==> src/design/tvw_wdog.sv <==
// Package of trap and watchdog constants plus the watchdog counter module
//
// Behaviour
// - Hardware, software and watchdog resets vector to zero, trap zero, no flag.
// - NMI, stack overflow, underflow vector to 08h, 10h, 18h; own flags.
// - Five class B faults set own flags, share vector 28h, trap 0Ah.
// - Software trap takes 00h-7Fh, vectors to four times number, current priority.
// - Every class A and class B trap sets its own bit in the trap flag register; resets set none.
// - Hardware traps preempt unless same or higher class trap serviced; block standard interrupts.
// - Watchdog counts immediately after every reset.
// - Disable works only before end-of-init; later disable requests ignored.
// - Watchdog overflow causes internal reset and drives reset output low.
// - 16-bit up counter clocked at system clock divided by 2 or 128.
// - Service loads counter high byte from reload value.
// - Reset settings give 5.24 ms overflow interval at 25 MHz.
// - End-of-init command raises the reset output level.

`timescale 1ns/100ps
package tvw_pkg;
    // ----------------------------------------------------------------
    // Register map (byte addresses)
    // ----------------------------------------------------------------
    localparam logic [7:0] ADDR_TRAP_FLAGS = 8'h00;
    localparam logic [7:0] ADDR_IRQ_MASK   = 8'h04;
    localparam logic [7:0] ADDR_WDT_CTRL   = 8'h08;
    localparam logic [7:0] ADDR_WDT_COUNT  = 8'h0c;
    localparam logic [7:0] ADDR_STATUS     = 8'h10;
    // Trap flag bit positions
    localparam int BIT_NMI          = 0;
    localparam int BIT_STACK_OVER   = 1;
    localparam int BIT_STACK_UNDER  = 2;
    localparam int BIT_UNDEF_OPCODE = 3;
    localparam int BIT_PROT_FAULT   = 4;
    localparam int BIT_WORD_OPERAND = 5;
    localparam int BIT_INSTR_ACCESS = 6;
    localparam int BIT_EXT_BUS      = 7;
    localparam int NUM_TRAPS   = 8;
    localparam int NUM_CLASS_A = 3;
    // Watchdog control field positions
    localparam int WDT_RELOAD_LSB = 0;
    localparam int WDT_PRESC_BIT  = 8;
    // Reset values
    localparam logic [7:0] RST_RELOAD = 8'h00;
    localparam logic       RST_PRESC  = 1'b0;
    localparam logic [7:0] RST_MASK   = 8'h00;
    // ----------------------------------------------------------------
    // Trap numbers and priorities
    // ----------------------------------------------------------------
    localparam logic [6:0] TN_RESET   = 7'h00;
    localparam logic [6:0] TN_NMI     = 7'h02;
    localparam logic [6:0] TN_STACK_OVER  = 7'h04;
    localparam logic [6:0] TN_STACK_UNDER = 7'h06;
    localparam logic [6:0] TN_CLASS_B = 7'h0a;
    localparam logic [6:0] TN_RSV_LO  = 7'h0b;
    localparam logic [6:0] TN_RSV_HI  = 7'h0f;
    localparam logic [3:0] PRIO_HW    = 4'hf;
    // ----------------------------------------------------------------
    // Watchdog timing
    // ----------------------------------------------------------------
    localparam int PRESC_LO  = 2;
    localparam int PRESC_HI  = 128;
    localparam int WDT_WIDTH = 16;
    // Reset settings: 65536 ticks at /2 -> 131072 cycles, 5.24 ms at 25 MHz
    localparam int WDT_DEFAULT_CYCLES = (1 << WDT_WIDTH) * PRESC_LO;
    // Shortest 256 ticks at /2, longest 65536 ticks at /128
    localparam int WDT_MIN_CYCLES = 256 * PRESC_LO;
    localparam int WDT_MAX_CYCLES = (1 << WDT_WIDTH) * PRESC_HI;

    typedef enum logic [1:0] {
        RANK_NONE = 2'b00,
        RANK_B    = 2'b01,
        RANK_A    = 2'b10
    } tvw_rank_type;

    // Vector location is four times the trap number
    function automatic logic [23:0] tvw_vector(input logic [6:0] num);
        return {15'h0000, num, 2'b00};
    endfunction
endpackage

// Watchdog: prescaled 16-bit up counter with disable window
module tvw_wdog #(
    parameter int WIDTH = tvw_pkg::WDT_WIDTH
) (
    input  wire logic             clk_sys,
    input  wire logic             rst,
    input  wire logic             restart,
    input  wire logic             service,
    input  wire logic             disable_req,
    input  wire logic             end_init,
    input  wire logic [7:0]       reload,
    input  wire logic             presc_sel,
    output logic [WIDTH-1:0]      count,
    output logic                  enabled,
    output logic                  init_done,
    output logic                  overflow
);
    typedef struct packed {
        logic [WIDTH-1:0] cnt;
        logic [6:0]       pre;
        logic             en;
        logic             done;
        logic             ovf;
    } tvw_wdog_type;

    tvw_wdog_type st;
    tvw_wdog_type next_st;
    logic         tick;

    // Divide by 2 or 128
    assign tick = presc_sel ? (st.pre == 7'h7f) : st.pre[0];

    always_comb begin
        next_st     = st;
        next_st.ovf = 1'b0;
        next_st.pre = st.en ? st.pre + 7'h01 : 7'h00;
        if (restart) begin
            // Internal reset: counting restarts at once, window reopens
            next_st = '{cnt: '0, pre: 7'h00, en: 1'b1, done: 1'b0, ovf: 1'b0};
        end else begin
            if (st.en && tick) begin
                next_st.cnt = st.cnt + 1'b1;
                next_st.ovf = &st.cnt;
            end
            if (service) begin
                next_st.cnt = {reload, 8'h00};
                next_st.pre = 7'h00;
            end
            if (disable_req && !st.done) begin
                next_st.en = 1'b0;
            end
            if (end_init) begin
                next_st.done = 1'b1;
            end
        end
    end

    always_ff @(posedge clk_sys or posedge rst) begin
        if (rst) begin
            st <= '{cnt: '0, pre: 7'h00, en: 1'b1, done: 1'b0, ovf: 1'b0};
        end else begin
            st <= next_st;
        end
    end

    assign count     = st.cnt;
    assign enabled   = st.en;
    assign init_done = st.done;
    assign overflow  = st.ovf;
endmodule

==> src/design/tvw_top.sv <==
// Trap vector selection, trap flags and watchdog reset control
`timescale 1ns/100ps
module tvw_top (
    input  wire logic        clk_sys,
    input  wire logic        rst,
    // Register port
    input  wire logic [7:0]  reg_addr,
    input  wire logic [15:0] reg_wdata,
    input  wire logic        reg_wr,
    input  wire logic        reg_rd,
    output logic [15:0]      reg_rdata,
    // Trap sources, one-cycle pulses
    input  wire logic        nmi_req,
    input  wire logic        stack_over_req,
    input  wire logic        stack_under_req,
    input  wire logic        undef_opcode_req,
    input  wire logic        prot_fault_req,
    input  wire logic        word_operand_req,
    input  wire logic        instr_access_req,
    input  wire logic        ext_bus_req,
    // CPU commands, one-cycle pulses
    input  wire logic        sw_trap_req,
    input  wire logic [6:0]  sw_trap_num,
    input  wire logic [3:0]  cpu_prio,
    input  wire logic        trap_return,
    input  wire logic        watchdog_service_command,
    input  wire logic        watchdog_disable_command,
    input  wire logic        end_of_init_command,
    input  wire logic        software_reset_command,
    // Vector output
    output logic             vec_valid,
    output logic [23:0]      vec_addr,
    output logic [6:0]       vec_num,
    output logic [3:0]       vec_prio,
    output logic             hw_trap_busy,
    output logic             sys_reset_req,
    output logic             reset_output_pin_n,
    output logic             irq
);
    typedef struct packed {
        logic [7:0]            flags;
        logic [7:0]            mask;
        logic [7:0]            pend;
        logic                  sw_pend;
        logic [6:0]            sw_num;
        logic [3:0]            sw_prio;
        logic                  rst_pend;
        tvw_pkg::tvw_rank_type rank;
        tvw_pkg::tvw_rank_type saved;
        logic                  vld;
        logic [23:0]           addr;
        logic [6:0]            num;
        logic [3:0]            prio;
        logic [7:0]            reload;
        logic                  presc;
        logic                  sys_rst;
        logic                  rst_out_n;
        logic [15:0]           rdata;
    } tvw_state_type;

    tvw_state_type st;
    tvw_state_type next_st;
    logic [7:0]    trap_in;
    logic          restart;
    logic [15:0]   wdt_count;
    logic          wdt_enabled;
    logic          init_done;
    logic          wdt_ovf;

    assign trap_in = {ext_bus_req, instr_access_req, word_operand_req, prot_fault_req,
                      undef_opcode_req, stack_under_req, stack_over_req, nmi_req};
    // Both reset causes take the same internal path
    assign restart = software_reset_command | wdt_ovf;

    // ----------------------------------------------------------------
    // Watchdog
    // ----------------------------------------------------------------
    tvw_wdog #(
        .WIDTH (tvw_pkg::WDT_WIDTH)
    ) u_wdog (
        .clk_sys     (clk_sys),
        .rst         (rst),
        .restart     (restart),
        .service     (watchdog_service_command),
        .disable_req (watchdog_disable_command),
        .end_init    (end_of_init_command),
        .reload      (st.reload),
        .presc_sel   (st.presc),
        .count       (wdt_count),
        .enabled     (wdt_enabled),
        .init_done   (init_done),
        .overflow    (wdt_ovf)
    );

    // Lowest bit wins among class A sources
    function automatic logic [6:0] class_a_num(input logic [2:0] p);
        if (p[tvw_pkg::BIT_NMI]) begin
            return tvw_pkg::TN_NMI;
        end else if (p[tvw_pkg::BIT_STACK_OVER]) begin
            return tvw_pkg::TN_STACK_OVER;
        end else begin
            return tvw_pkg::TN_STACK_UNDER;
        end
    endfunction

    function automatic logic [2:0] class_a_pick(input logic [2:0] p);
        return p & (~p + 3'h1);
    endfunction

    // ----------------------------------------------------------------
    // Next state
    // ----------------------------------------------------------------
    always_comb begin
        logic [7:0] clr;
        clr           = 8'h00;
        next_st       = st;
        next_st.vld   = 1'b0;
        next_st.rdata = 16'h0000;
        next_st.sys_rst = restart;

        // Register writes
        if (reg_wr) begin
            case (reg_addr)
                tvw_pkg::ADDR_TRAP_FLAGS: clr = reg_wdata[7:0];
                tvw_pkg::ADDR_IRQ_MASK:   next_st.mask = reg_wdata[7:0];
                tvw_pkg::ADDR_WDT_CTRL: begin
                    next_st.reload = reg_wdata[tvw_pkg::WDT_RELOAD_LSB +: 8];
                    next_st.presc  = reg_wdata[tvw_pkg::WDT_PRESC_BIT];
                end
                default: ;
            endcase
        end
        // Set wins over a write-one-to-clear in the same cycle
        next_st.flags = (st.flags & ~clr) | trap_in;
        next_st.pend  = st.pend | trap_in;

        if (reg_rd) begin
            case (reg_addr)
                tvw_pkg::ADDR_TRAP_FLAGS: next_st.rdata = {8'h00, st.flags};
                tvw_pkg::ADDR_IRQ_MASK:   next_st.rdata = {8'h00, st.mask};
                tvw_pkg::ADDR_WDT_CTRL:   next_st.rdata = {7'h00, st.presc, st.reload};
                tvw_pkg::ADDR_WDT_COUNT:  next_st.rdata = wdt_count;
                tvw_pkg::ADDR_STATUS:     next_st.rdata = {12'h000, st.rank,
                                                           wdt_enabled, init_done};
                default:                  next_st.rdata = 16'h0000;
            endcase
        end

        if (sw_trap_req) begin
            next_st.sw_pend = 1'b1;
            next_st.sw_num  = sw_trap_num;
            next_st.sw_prio = cpu_prio;
        end

        if (trap_return) begin
            next_st.rank  = st.saved;
            next_st.saved = tvw_pkg::RANK_NONE;
        end

        // Dispatch, highest class first; only pending state is looked at
        if (st.rst_pend) begin
            next_st.rst_pend = 1'b0;
            next_st.vld      = 1'b1;
            next_st.num      = tvw_pkg::TN_RESET;
            next_st.addr     = tvw_pkg::tvw_vector(tvw_pkg::TN_RESET);
            next_st.prio     = tvw_pkg::PRIO_HW;
        end else if ((|st.pend[2:0]) && st.rank != tvw_pkg::RANK_A) begin
            next_st.pend[2:0] = st.pend[2:0] & ~class_a_pick(st.pend[2:0]);
            next_st.vld   = 1'b1;
            next_st.num   = class_a_num(st.pend[2:0]);
            next_st.addr  = tvw_pkg::tvw_vector(class_a_num(st.pend[2:0]));
            next_st.prio  = tvw_pkg::PRIO_HW;
            next_st.rank  = tvw_pkg::RANK_A;
            next_st.saved = st.rank;
        end else if ((|st.pend[7:3]) && st.rank == tvw_pkg::RANK_NONE) begin
            // One shared entry serves all five faults; the flags tell them apart
            next_st.pend[7:3] = 5'h00;
            next_st.vld  = 1'b1;
            next_st.num  = tvw_pkg::TN_CLASS_B;
            next_st.addr = tvw_pkg::tvw_vector(tvw_pkg::TN_CLASS_B);
            next_st.prio = tvw_pkg::PRIO_HW;
            next_st.rank = tvw_pkg::RANK_B;
        end else if (st.sw_pend && st.rank == tvw_pkg::RANK_NONE) begin
            next_st.sw_pend = 1'b0;
            next_st.vld  = 1'b1;
            next_st.num  = st.sw_num;
            next_st.addr = tvw_pkg::tvw_vector(st.sw_num);
            next_st.prio = st.sw_prio;
        end

        // Reset output goes high only once initialisation is declared over
        if (end_of_init_command && !init_done) begin
            next_st.rst_out_n = 1'b1;
        end

        // Internal reset discards pending work; flags stay for diagnosis
        if (restart) begin
            next_st.rst_pend  = 1'b1;
            next_st.pend      = 8'h00;
            next_st.sw_pend   = 1'b0;
            next_st.rank      = tvw_pkg::RANK_NONE;
            next_st.saved     = tvw_pkg::RANK_NONE;
            next_st.reload    = tvw_pkg::RST_RELOAD;
            next_st.presc     = tvw_pkg::RST_PRESC;
            next_st.rst_out_n = 1'b0;
        end
    end

    always_ff @(posedge clk_sys or posedge rst) begin
        if (rst) begin
            st          <= '0;
            st.mask     <= tvw_pkg::RST_MASK;
            st.rst_pend <= 1'b1;
            st.reload   <= tvw_pkg::RST_RELOAD;
            st.presc    <= tvw_pkg::RST_PRESC;
            st.rank     <= tvw_pkg::RANK_NONE;
            st.saved    <= tvw_pkg::RANK_NONE;
        end else begin
            st <= next_st;
        end
    end

    // ----------------------------------------------------------------
    // Outputs
    // ----------------------------------------------------------------
    assign reg_rdata          = st.rdata;
    assign vec_valid          = st.vld;
    assign vec_addr           = st.addr;
    assign vec_num            = st.num;
    assign vec_prio           = st.prio;
    // Standard and event-controller interrupts hold off while high
    assign hw_trap_busy       = (st.rank != tvw_pkg::RANK_NONE);
    assign sys_reset_req      = st.sys_rst;
    assign reset_output_pin_n = st.rst_out_n;
    assign irq                = |(st.flags & st.mask);

    logic quiet;
    assign quiet = !st.rst_pend && st.pend == 8'h00 && !st.sw_pend && !restart
                   && st.rank == tvw_pkg::RANK_NONE && !trap_return;
endmodule

==> config.mk <==
export PLATFORM = sky130hd
export DESIGN_NAME = tvw_top
export DESIGN_NICKNAME = d
export VERILOG_FILES = /design/src/design/tvw_wdog.sv /design/src/design/tvw_top.sv
export SDC_FILE = /design/constraint.sdc
export NUM_CORES = 1
export LEC_CHECK = 0
export BUFFER_PORTS_ARGS = -buffer_cell sky130_fd_sc_hd__buf_2
export CAP_MARGIN = 20
export CELL_PAD_IN_SITES_DETAIL_PLACEMENT = 0
export CELL_PAD_IN_SITES_GLOBAL_PLACEMENT = 2
export CORE_UTILIZATION = 31
export CTS_CLUSTER_SIZE = 16
export DETAILED_ROUTE_END_ITERATION = 16
export PLACE_DENSITY = 0.82
export SYNTH_ARGS = -nofsm -noshare
export SYNTH_HDL_FRONTEND = slang
export SYNTH_SLANG_ARGS = --single-unit
==> constraint.sdc <==
create_clock -name clk_sys -period 3.38 [get_ports clk_sys]
set_input_delay 0.676 -clock clk_sys [delete_from_list [all_inputs] [get_ports clk_sys]]
set_output_delay 0.676 -clock clk_sys [all_outputs]
set_load 0.05 [all_outputs]
Word level (Yosys, flattened, before mapping):

Index checks and enable logic that the tools add are counted.

* add/subtract/negate cells: 3
* bitwise operators: 10
* reduce and logical (&&, ||, !) cells: 23
* equal/unequal tests: 6
* multiply operators: 0
* div/mod/pow operators: 0
* order comparisons: 0
* mux-type cells: 38
* shift-type cells: 0

Operators by type and width (count)
* two-way mux 36 bit: 4
* case mux 16 bit (5 select lines): 1
* two-way mux 9 bit: 5
* two-way mux 16 bit: 2
* two-way mux 26 bit: 1
* two-way mux 23 bit: 1
* adder 16 x 1 -> 16 bit, second input constant: 1
* AND 8 bit: 2
* equality test 8 x 4 -> 1 bit, second input constant: 2
* two-way mux 8 bit: 2
* OR 8 bit: 2
* AND reduction 16 bit: 1
* two-way mux 5 bit: 3
* two-way mux 12 bit: 1
* nonzero test 2 bit: 6
* two-way mux 1 bit: 9
* equality test 8 x 3 -> 1 bit, second input constant: 1
* equality test 8 x 5 -> 1 bit, second input constant: 1
* zero test 8 bit: 1
* two-way mux 2 bit: 4
* two-way mux 4 bit: 2
* inverter 8 bit: 1
* OR reduction 8 bit: 1
* adder 7 x 1 -> 7 bit, second input constant: 1
* other kinds (16): 25

* memories: 0
* RAM bits: 0
* bits in read-only memories: 0
* bits in latches: 0
* word-level logic and storage cells: 103
* input port bits: 53
* flip-flop bits (word level): 130

Longest topological paths before layout:

Gate-level depths: netlist of the first run.

* word-level depth: 8
* depth in mapped cells: 8
* mapped depth without buffers: 6

Cells and area by module:

A second synthesis of the first run with hierarchy kept.

* cell total of the unflattened synthesis: 511
* area, all modules: 5366.4 um2

By module, submodules not included
* tvw_top: instances 1, cells each 344, area an instance 3831.2 um2
* tvw_wdog: instances 1, cells each 167, area an instance 1535.2 um2

Worst setup path before layout of the first run:

OpenSTA, ideal clock, no wires.

* path kind: input port to flip-flop
* start point: input reg_addr[5]
* end point: register st[18] (netlist name)
* path slack: 1016 ps
* required time: 3247 ps
* data arrival time: 2231 ps
* library setup time: 133 ps
* cell stages on the path: 7
* cell sequence: or3_4 or3b_1 buf_6 or3_1 buf_6 mux2i_1 nor2_1

* word-level cells in the longest chain between the ends: 3

RTL lines
* start: declaration: RTL line tvw_top.sv:7 `input wire logic [7:0] reg_addr,`
* equality test 8 x 4 -> 1 bit: RTL line tvw_top.sv:123 `case (reg_addr)`
* nonzero test 2 bit (no source line)
* AND reduction 2 bit (no source line)
* end signal: assignment: RTL line tvw_top.sv:219 `st <= next_st;`
* end: declaration: RTL line tvw_top.sv:61 `tvw_state_type st;`

Every way passes these cells.
A chain may end at the register's enable or synchronous reset.

Final worst setup path of the first run:

* start point: register u_wdog.st[3] (netlist name)
* end point: register u_wdog.st (netlist bit u_wdog.count[8])

* word-level cells in the longest chain between the ends: 4

RTL lines
* start: declaration: RTL line tvw_wdog.sv:106 `tvw_wdog_type st;`
* start signal: assignment: RTL line tvw_wdog.sv:140 `st <= '{cnt: '0, pre: 7'h00, en: 1'b1, done: 1'b0, ovf: 1'b0};`
* start signal: assignment: RTL line tvw_wdog.sv:142 `st <= next_st;`
* equality test 7 bit: RTL line tvw_wdog.sv:111 `assign tick = presc_sel ? (st.pre == 7'h7f) : st.pre[0];`
* two-way mux 1 bit *: RTL line tvw_wdog.sv:111
* logical AND 1 bit *: RTL line tvw_wdog.sv:121 `if (st.en && tick) begin`
* nonzero test 3 bit (no source line) *

Mark *: on every way between the ends. The rest lies on a longest branch, timed or not.

==> impl_metrics.json, run 1 <==
{
  "clockRootBuffer": "clkbuf_16",
  "vias": 3740,
  "slowest_stage": "a21oi_1",
  "async_reset_ff_share_pct": 100,
  "layout_commonest_cell": "dfrtp_1",
  "setup_viol": 0,
  "synth_cell_types": 54,
  "seqPwrFrac_pct": 47.9,
  "finalClockSkew_ps": 7.14,
  "synth_top_area_share_pct": 50.4,
  "ir_drop_uv": 268,
  "grt.total_usage_pct": 15.1,
  "fin_nets": 607,
  "num_rows": 46,
  "swShare_pct": 28.5,
  "clk_path_buf_depth": 2,
  "final_cell_mix": "dfrtp_1, buf_2, nor2_1",
  "postRouteAntennaNets": 0,
  "synth_edf_count": 0,
  "yosys.area.top_type": "dfrtp_1",
  "p_switching_uw": 809,
  "tightest_slew_ps": 817,
  "maxCapViolCount": 0,
  "hold_class": "in -> async",
  "totalPowerFinal_uw": 2840,
  "routed_wl_mm": 12.3,
  "slowest_delay_ps": 710,
  "clock.fmax_ghz": 0.410,
  "synth-seq-cells": 106,
  "final_hold_viol_count": 0,
  "syn_inst": 502,
  "setup_slack_ps": 938,
  "critical_path_peak_fanout": 11,
  "drt-vias-per-instance": 4.84,
  "ys.warnings.count": 0,
  "status": "finished, final reports clean",
  "die_area_mm2": 0.0172,
  "path_delay_family": "compound AO/OA/AOI/OAI gates",
  "synth.area.top_cells": "dfrtp_1, buf_4, mux2_2",
  "cts_resized": 0,
  "required_ps": 3610,
  "insertion_delay_ps": 360,
  "arrival_ps": 2670,
  "wl_per_cell_um": 15.9,
  "grt_overflow": 0,
  "grt_pass1_vias": 3737,
  "cts.clk_slew.worst_paths_ps": 70,
  "startpoint_type": "flip-flop",
  "die_w_um": 131,
  "syn_area_mm2": 0.00517,
  "drive_gt1_share_pct": 25.3,
  "drc": 0,
  "grt_antenna_before_repair": 0,
  "coreArea_mm2": 0.0161,
  "cts_setup_buffers": 0,
  "post-route-period-util_pct": 72.2,
  "drtIter0Drc": 287,
  "final.setup.tns_ps": 0,
  "r2r_start": "u_wdog.st[3]",
  "comb_power_share_pct": 13.7,
  "powerDensity_mw_per_mm2": 488,
  "startpoint": "u_wdog.st[3]",
  "p_leak_uw": 0.00272,
  "antenna_cells": 0,
  "start_util_pct": 32.2,
  "path_class": "reg -> reg",
  "grt_max_degree": 107,
  "holdBufCountCts": 0,
  "critPathBufInv": 0,
  "endpoint_kind": "flip-flop",
  "htree_levels": 3,
  "gp_congestion": 0.819,
  "cts_made_buffers": 9,
  "postLayoutCoreUtil_pct": 36.2,
  "rsz0062_at_grt": "no",
  "internal-power_uw": 2030,
  "avgSynthCellArea_um2": 10.3,
  "clkSinkCount": 106,
  "pre_cts_ws_ps": 611,
  "cp_cell_sequence": "ha_1 -> and4_1 -> a41o_1 -> a21oi_1 -> nand2b_1 -> o21ai_0",
  "fillers": 1646,
  "syn2layout_area_growth_pct": 12.6,
  "drtPass1Iterations": 4,
  "ys.flop_type": "dfrtp_1",
  "io_buffer_count": 84,
  "io_pins": 109,
  "seq_area_frac_synth_pct": 51.4,
  "dp_hpwl_mm": 9.10,
  "cts_tree": "done",
  "slew_headroom_pct": 45.5,
  "maxSlewViolCount": 0,
  "period_needed_ps": 2440,
  "die_y_um": 131,
  "pwr-share-clk_pct": 38.3,
  "grt_first_pass_wirelength_mm": 20.3
}
-- kinds of logic after synthesis --
| logic type | after synthesis | share of synthesized area [%] |
|---|---|---|
| and+or+nand+nor | 184 | 17.6 |
| DFF | 106 | 51.4 |
| buffers and inverters | 81 | 10.0 |
| AOI/OAI and AO/OA | 72 | 9.30 |
| muxes | 43 | 8.98 |
| xor gates and xnor gates | 13 | 2.20 |
| adders and majority gates | 2 | 0.484 |
| other | 1 | 0.0726 |
-- final cells by class --
type                            instances  area (µm²)  share of cell area, %
Inverter                               15        60.1                   1.03
Tap cell                              216         270                   4.65
Timing Repair Buffer                   89         468                   8.04
Clock buffer                           10         239                   4.11
Sequential cell                       106        2660                   45.6
Clock inverter                          6        70.1                   1.20
Multi-Input combinational cell        331        2050                   35.3
-- synth_stat cells (8+ instances only) --
library cell	n
nand2_1	36
nand4_1	8
nand3_1	23
clkbuf_1	9
dfrtp_1	104
and2_1	9
mux2i_1	16
nor3_1	10
a21o_1	8
xor2_1	11
buf_4	53
o21ai_0	15
a21oi_1	16
mux2_2	27
nor2_1	60
inv_1	14
-- worst paths after layout --
| kind | to | slack [ps] | cells past startpoint |
|---|---|---|---|
| max | u_wdog.count[8] | 940 | 6 |
| min | vec_addr[6] | 470 | 3 |
| max reg2reg | u_wdog.count[8] | 940 | 6 |
| min reg2reg | u_wdog.st[3] | 480 | 1 |
| max in group asynchronous | u_wdog.st[7] | 2470 | 3 |
| min in group clk_sys | u_wdog.st[3] | 480 | 1 |
-- power groups by stage --
stage	clock network, µW	registers, µW	logic (µW)
floorplan	0	1380	317
global placement	0	1380	388
detailed placement	0	1380	394
CTS	1120	1360	395
global route	1180	1370	423
finish	1090	1360	390
-- per-layer routing --
metal	routed length [µm]	global-route usage, %	share of wire [%]	vias to the layer above
met5	0	0	0	-
met4	223	6.60	1.8	0
met3	577	2.85	4.7	12
met2	5470	22.2	45	93
met1	6000	21.4	49	1842
li1	-	-	-	1793
-- worst min-delay path: cells and delay by family --
family	cells	cell delay (ps)
buf+inv	3	600
-- per-stage QoR --
step | cells | area (µm²) | hold slack (ps)
2_1_floorplan | 518 | 5230 | 447
3_3_place_gp | 756 | 5500 | 473
3_5_place_dp | 756 | 5500 | 478
4_1_cts | 772 | 5810 | 487
5_1_grt | 773 | 5820 | 514
6_report | 773 | 5820 | 472
-- registers in the layout, indices dropped and copies added (netlist names) --
register and count:
u_wdog.enabled 1, u_wdog.overflow 1, u_wdog.st 7, vec_prio 4, u_wdog.count 16, sys_reset_req 1, vec_addr 7, vec_valid 1
st 50, reg_rdata 16, u_wdog.init_done 1, reset_output_pin_n 1
Power figures use the tool's default switching activity.
==> inputs of run 2 (changes only) <==
- CORE_UTILIZATION: 31 -> 34
- PLACE_DENSITY: 0.82 -> 0.85
- clock period: 3.38 -> 2.28 ns (I/O delays scaled with it)
==> run 2 against run 1 <==
  * The flow now finishes with violations (design-rule violations)
  * Flip-flop and latch count stayed put
  * Critical path depth is 1 higher
  * Clock-buffer cell count is 1 higher
  * Hold slack worse by 210 ps
  * Worst setup slack worse by 740 ps
  * Maximum frequency is 18% higher
  * First-iteration DRC count is 7.7% lower
  * Global-route usage is 0.80 points higher
  * Clock skew is 1.7 ps lower
  * Register-to-register slack worse by 740 ps
  * Critical path type unchanged
  * Critical endpoint is now u_wdog.count[15]
==> impl_metrics.json, run 2 (synthesized netlist as in run 1, its figures left out) <==
{
  "status": "finished with violations",
  "violations": "design-rule violations",
  "final.setup.tns_ps": 0,
  "die_area_mm2": 0.0157,
  "maxCapViolCount": 0,
  "grt.total_usage_pct": 15.9,
  "vias": 3757,
  "grt_first_pass_wirelength_mm": 19.3,
  "dp_hpwl_mm": 8.86,
  "layout_commonest_cell": "dfrtp_1",
  "setup_viol": 0,
  "tightest_slew_ps": 591,
  "final_cell_mix": "dfrtp_1, buf_2, nor2_1",
  "setup_slack_ps": 202,
  "pwr-share-clk_pct": 37.3,
  "gp_congestion": 0.818,
  "reg2reg_depth": 7,
  "die_w_um": 125,
  "seqPwrFrac_pct": 48.5,
  "final_hold_viol_count": 0,
  "r2r_end": "u_wdog.count[15]",
  "cts_setup_buffers": 0,
  "io_pins": 109,
  "cts_resized": 0,
  "num_rows": 44,
  "regMostFlops": "st",
  "clk_path_buf_depth": 2,
  "p_leak_uw": 0.00278,
  "maxSlewViolCount": 0,
  "syn2layout_area_growth_pct": 13.6,
  "grt_overflow": 0,
  "antenna_cells": 0,
  "coreArea_mm2": 0.0147,
  "drt-vias-per-instance": 4.99,
  "wl_per_cell_um": 15.8,
  "grt_pass1_vias": 3638,
  "startpoint_type": "flip-flop",
  "clkSinkCount": 106,
  "powerDensity_mw_per_mm2": 708,
  "cts.clk_slew.worst_paths_ps": 70,
  "drc": 7,
  "insertion_delay_ps": 350,
  "post-route-period-util_pct": 91.1,
  "start_util_pct": 35.2,
  "hold_class": "in -> async",
  "regToRegSetupSlack_ps": 200,
  "clock.fmax_ghz": 0.481,
  "path_class": "reg -> reg",
  "arrival_ps": 2360,
  "design_area_mm2": 0.00587,
  "routed_wl_mm": 11.9,
  "swShare_pct": 29.1,
  "largest_register_ffs": 50,
  "postRouteAntennaNets": 0,
  "postLayoutCoreUtil_pct": 39.9,
  "drtPass1Iterations": 11,
  "grt_antenna_before_repair": 1,
  "required_ps": 2570,
  "die_y_um": 125,
  "drtIter0Drc": 265,
  "htree_levels": 3,
  "drive_gt1_share_pct": 26.9,
  "slew_headroom_pct": 60.6,
  "grt_max_degree": 107,
  "period_needed_ps": 2080,
  "placed_area_mm2": 0.00557,
  "holdBufCountCts": 0,
  "cts_tree": "done",
  "p_switching_uw": 1210,
  "ir_drop_uv": 363,
  "clockRootBuffer": "clkbuf_16",
  "pre_cts_ws_ps": 50.9,
  "r2r_start": "u_wdog.st[3]",
  "internal-power_uw": 2940,
  "endpoint_kind": "flip-flop",
  "rsz0062_at_grt": "no",
  "finalClockSkew_ps": 5.48,
  "comb_power_share_pct": 14.2,
  "fin_nets": 619,
  "io_buffer_count": 84,
  "critical_path_peak_fanout": 11,
  "cts_made_buffers": 9
}
[run 2: metrics by stage]
stage	power, µW	cells	hold WS (ps)
floorplan	2510	518	447
global placement	2640	737	474
detailed placement	2650	737	480
CTS	4200	753	286
global route	4320	753	295
finish	4150	753	261
[run 2: power by group through the flow]
stage,Clock [µW],Combinational [µW],Sequential [µW]
finish,1550,590,2010
global route,1650,639,2030
CTS,1580,598,2020
detailed placement,0,596,2050
global placement,0,590,2050
floorplan,0,470,2040
[run 2: final cells by class]
type                    instances  area [µm²]
clock buffers                  11         253
inverters                      15        60.1
fillers                      1418        8830
multi-input cells             331        2050
repair buffers                101         573
clock inverters                 5        45.0
flip-flops and latches        106        2660
well taps                     184         230
[run 2: worst max path at each step]
stage	start	end	cells after the start
6_report	u_wdog.st[3]	u_wdog.count[15]	7
5_1_grt	u_wdog.st[3]	u_wdog.count[11]	7
4_1_cts	u_wdog.st[3]	u_wdog.count[15]	7
3_5_place_dp	reg_addr[5]	st[20]	7
3_3_place_gp	reg_addr[5]	st[24]	7
2_1_floorplan	reg_addr[5]	st[18]	7
[run 2: worst max-delay path, cell delays in order, from the launching register on]
cell and delay [ps]:
dfrtp_1 380, ha_1 210, and4_1 230, a41o_1 210, a21oi_1 110, buf_12 160
or4b_2 600, nand3_1 100
[run 2: layer usage]
layer / wire, µm / vias up / global-route usage (%)
li1: - / 1817 / -
met1: 5840 / 1826 / 22.7
met2: 5120 / 93 / 22.8
met3: 645 / 19 / 3.25
met4: 281 / 2 / 7.75
met5: 8 / - / 0
==> inputs of run 3 (changes only) <==
- ABC_AREA: unset -> 1
- CORE_UTILIZATION: 34 -> 32
- SLEW_MARGIN: unset -> 20
==> run 3 against run 2 <==
  * The run now ends clean
  * Worst setup slack better by 120 ps
  * Clock skew is 3.4 ps higher
  * Routed wire length is 11% higher
  * Clock-buffer cell count is 1 lower
  * Register-to-register slack better by 300 ps
  * Global-route usage hardly changed
  * Critical path depth is 2 lower
  * Critical path type is now reg -> out
  * Largest cell class unchanged
  * Highest routed layer is now met4
==> impl_metrics.json, run 3 <==
{
  "syn_inst": 671,
  "dr_wl_met3_um": 493,
  "async_reset_ff_share_pct": 100,
  "critical_path_peak_fanout": 3,
  "layout_commonest_cell": "nand2_1",
  "synth_common_cells": "nand2_1, dfrtp_1, inv_1",
  "grt_first_pass_wirelength_mm": 22.1,
  "synth_top_area_share_pct": 47.5,
  "maxSlewViolCount": 0,
  "syn_area_mm2": 0.00548,
  "final_hold_viol_count": 0,
  "slew_headroom_pct": 62.0,
  "dp_hpwl_mm": 9.83,
  "num_rows": 47,
  "drtIter0Drc": 187,
  "synth.area.top_cells": "dfrtp_1, nand2_1, buf_4",
  "wl_per_cell_um": 13.9,
  "grt_max_degree": 107,
  "grt_pass1_vias": 4297,
  "synth_cell_types": 45,
  "largest_register_ffs": 50,
  "grt_overflow": 0,
  "endpoint_kind": "output pin",
  "ir_drop_uv": 336,
  "setup_slack_ps": 325,
  "coreArea_mm2": 0.0166,
  "post-route-period-util_pct": 85.7,
  "fin_nets": 782,
  "start_util_pct": 32.9,
  "cts_resized": 0,
  "finalClockSkew_ps": 8.89,
  "die_area_mm2": 0.0176,
  "io_pins": 109,
  "hold_class": "in -> async",
  "cts_made_buffers": 9,
  "required_ps": 1820,
  "antenna_cells": 0,
  "holdWs_ps": 267,
  "insertion_delay_ps": 350,
  "drt-vias-per-instance": 4.59,
  "drtPass1Iterations": 4,
  "grt.total_usage_pct": 15.9,
  "powerDensity_mw_per_mm2": 694,
  "cts_tree": "done",
  "setup_viol": 0,
  "synth-seq-cells": 106,
  "path_class": "reg -> out",
  "synth_edf_count": 0,
  "grt_antenna_before_repair": 0,
  "die_y_um": 133,
  "final_cell_mix": "nand2_1, dfrtp_1, buf_2",
  "p_leak_uw": 0.00304,
  "cts.clk_slew.worst_paths_ps": 70,
  "clockRootBuffer": "clkbuf_16",
  "clock.fmax_ghz": 0.512,
  "postRouteAntennaNets": 0,
  "maxCapViolCount": 0,
  "syn2layout_area_growth_pct": 12.3,
  "yosys.area.top_type": "dfrtp_1",
  "tightest_slew_ps": 569,
  "rsz0062_at_grt": "no",
  "wl_met2_mm": 5.95,
  "seq_area_frac_synth_pct": 48.5,
  "arrival_ps": 1500,
  "gp_congestion": 0.866,
  "highest_layer": "met4",
  "drc": 0,
  "vias": 4366,
  "die_w_um": 133,
  "startpoint_type": "flip-flop",
  "pre_cts_ws_ps": 428,
  "avgSynthCellArea_um2": 8.16,
  "io_buffer_count": 84,
  "postLayoutCoreUtil_pct": 37.0,
  "clkSinkCount": 106,
  "htree_levels": 3,
  "routed_wl_mm": 13.2,
  "fillers": 1755,
  "holdBufCountCts": 0,
  "status": "finished, final reports clean",
  "clk_path_buf_depth": 2,
  "wl_met1_mm": 6.65,
  "final.setup.tns_ps": 0,
  "ys.flop_type": "dfrtp_1",
  "synth_most_common_cell": "nand2_1",
  "ys.warnings.count": 0,
  "period_needed_ps": 1950,
  "regMostFlops": "st",
  "drive_gt1_share_pct": 20.1,
  "cts_setup_buffers": 0
}
-- run 3: changes by cell type after synthesis, moves of 9 or more --
cell / delta
mux2_2: -27
xor2_1: -10
o21ai_0: +27
mux2i_1: -16
inv_1: +63
and2_1: -9
nand2_1: +124
nand3_1: +34
-- run 3: cell type report --
cell class | count | area (µm²) | share of cell area (%)
timing repair buffer | 89 | 470 | 7.65
sequential | 106 | 2660 | 43.2
clock buffer | 10 | 229 | 3.72
clock inverter | 6 | 72.6 | 1.18
tap | 220 | 275 | 4.48
inverter | 81 | 308 | 5.01
multi-input combinational | 440 | 2140 | 34.8
-- run 3: worst max-delay path, stage by stage (launching register included) --
cell and delay (ps):
dfrtp_1 410, nand2_1 70, nand2_1 50, a221oi_1 290, nand3_1 110, buf_2 230
-- run 3: worst paths after layout --
| kind | start | end | slack, ps | depth (start not counted) |
|---|---|---|---|---|
| setup / recovery | st[90] | irq | 330 | 5 |
| hold / removal | rst | st[87] | 270 | 3 |
| setup reg to reg | u_wdog.st[3] | u_wdog.count[14] | 500 | 9 |
| hold reg to reg | st[74] | st[74] | 490 | 2 |
| max in group asynchronous | rst | u_wdog.count[10] | 1590 | 3 |
| min in group clk_sys | sw_trap_num[1] | st[73] | 300 | 3 |
-- run 3: power by group --
part | switching, µW | internal [µW] | leakage [µW]
Combinational | 491 | 148 | 0.00154
Clock | 744 | 865 | 0.000144
Sequential | 59.4 | 1960 | 0.00136
-- run 3: kinds of logic after synthesis --
kind of cell               after synthesis  synth area share (%)
other                                    1                0.0685
DFF                                    106                  48.5
and+or+nand+nor                        332                  27.6
AOI/OAI and AO/OA                       87                  9.55
xor gates and xnor gates                 2                 0.320
buffers and inverters                  141                  13.5
adders and majority gates                2                 0.457
-- run 3: per-layer routing --
metal	up-vias	track usage, %
li1	2188	-
met1	2067	22.6
met2	102	24.5
met3	9	2.61
met4	0	5.30
met5	-	0
-- run 3: stage by stage --
step	power, µW	std cells	instance area, µm²
2_1_floorplan	2570	687	5540
3_3_place_gp	2700	936	5850
3_5_place_dp	2700	936	5850
4_1_cts	4320	952	6150
5_1_grt	4470	952	6150
6_report	4270	952	6150
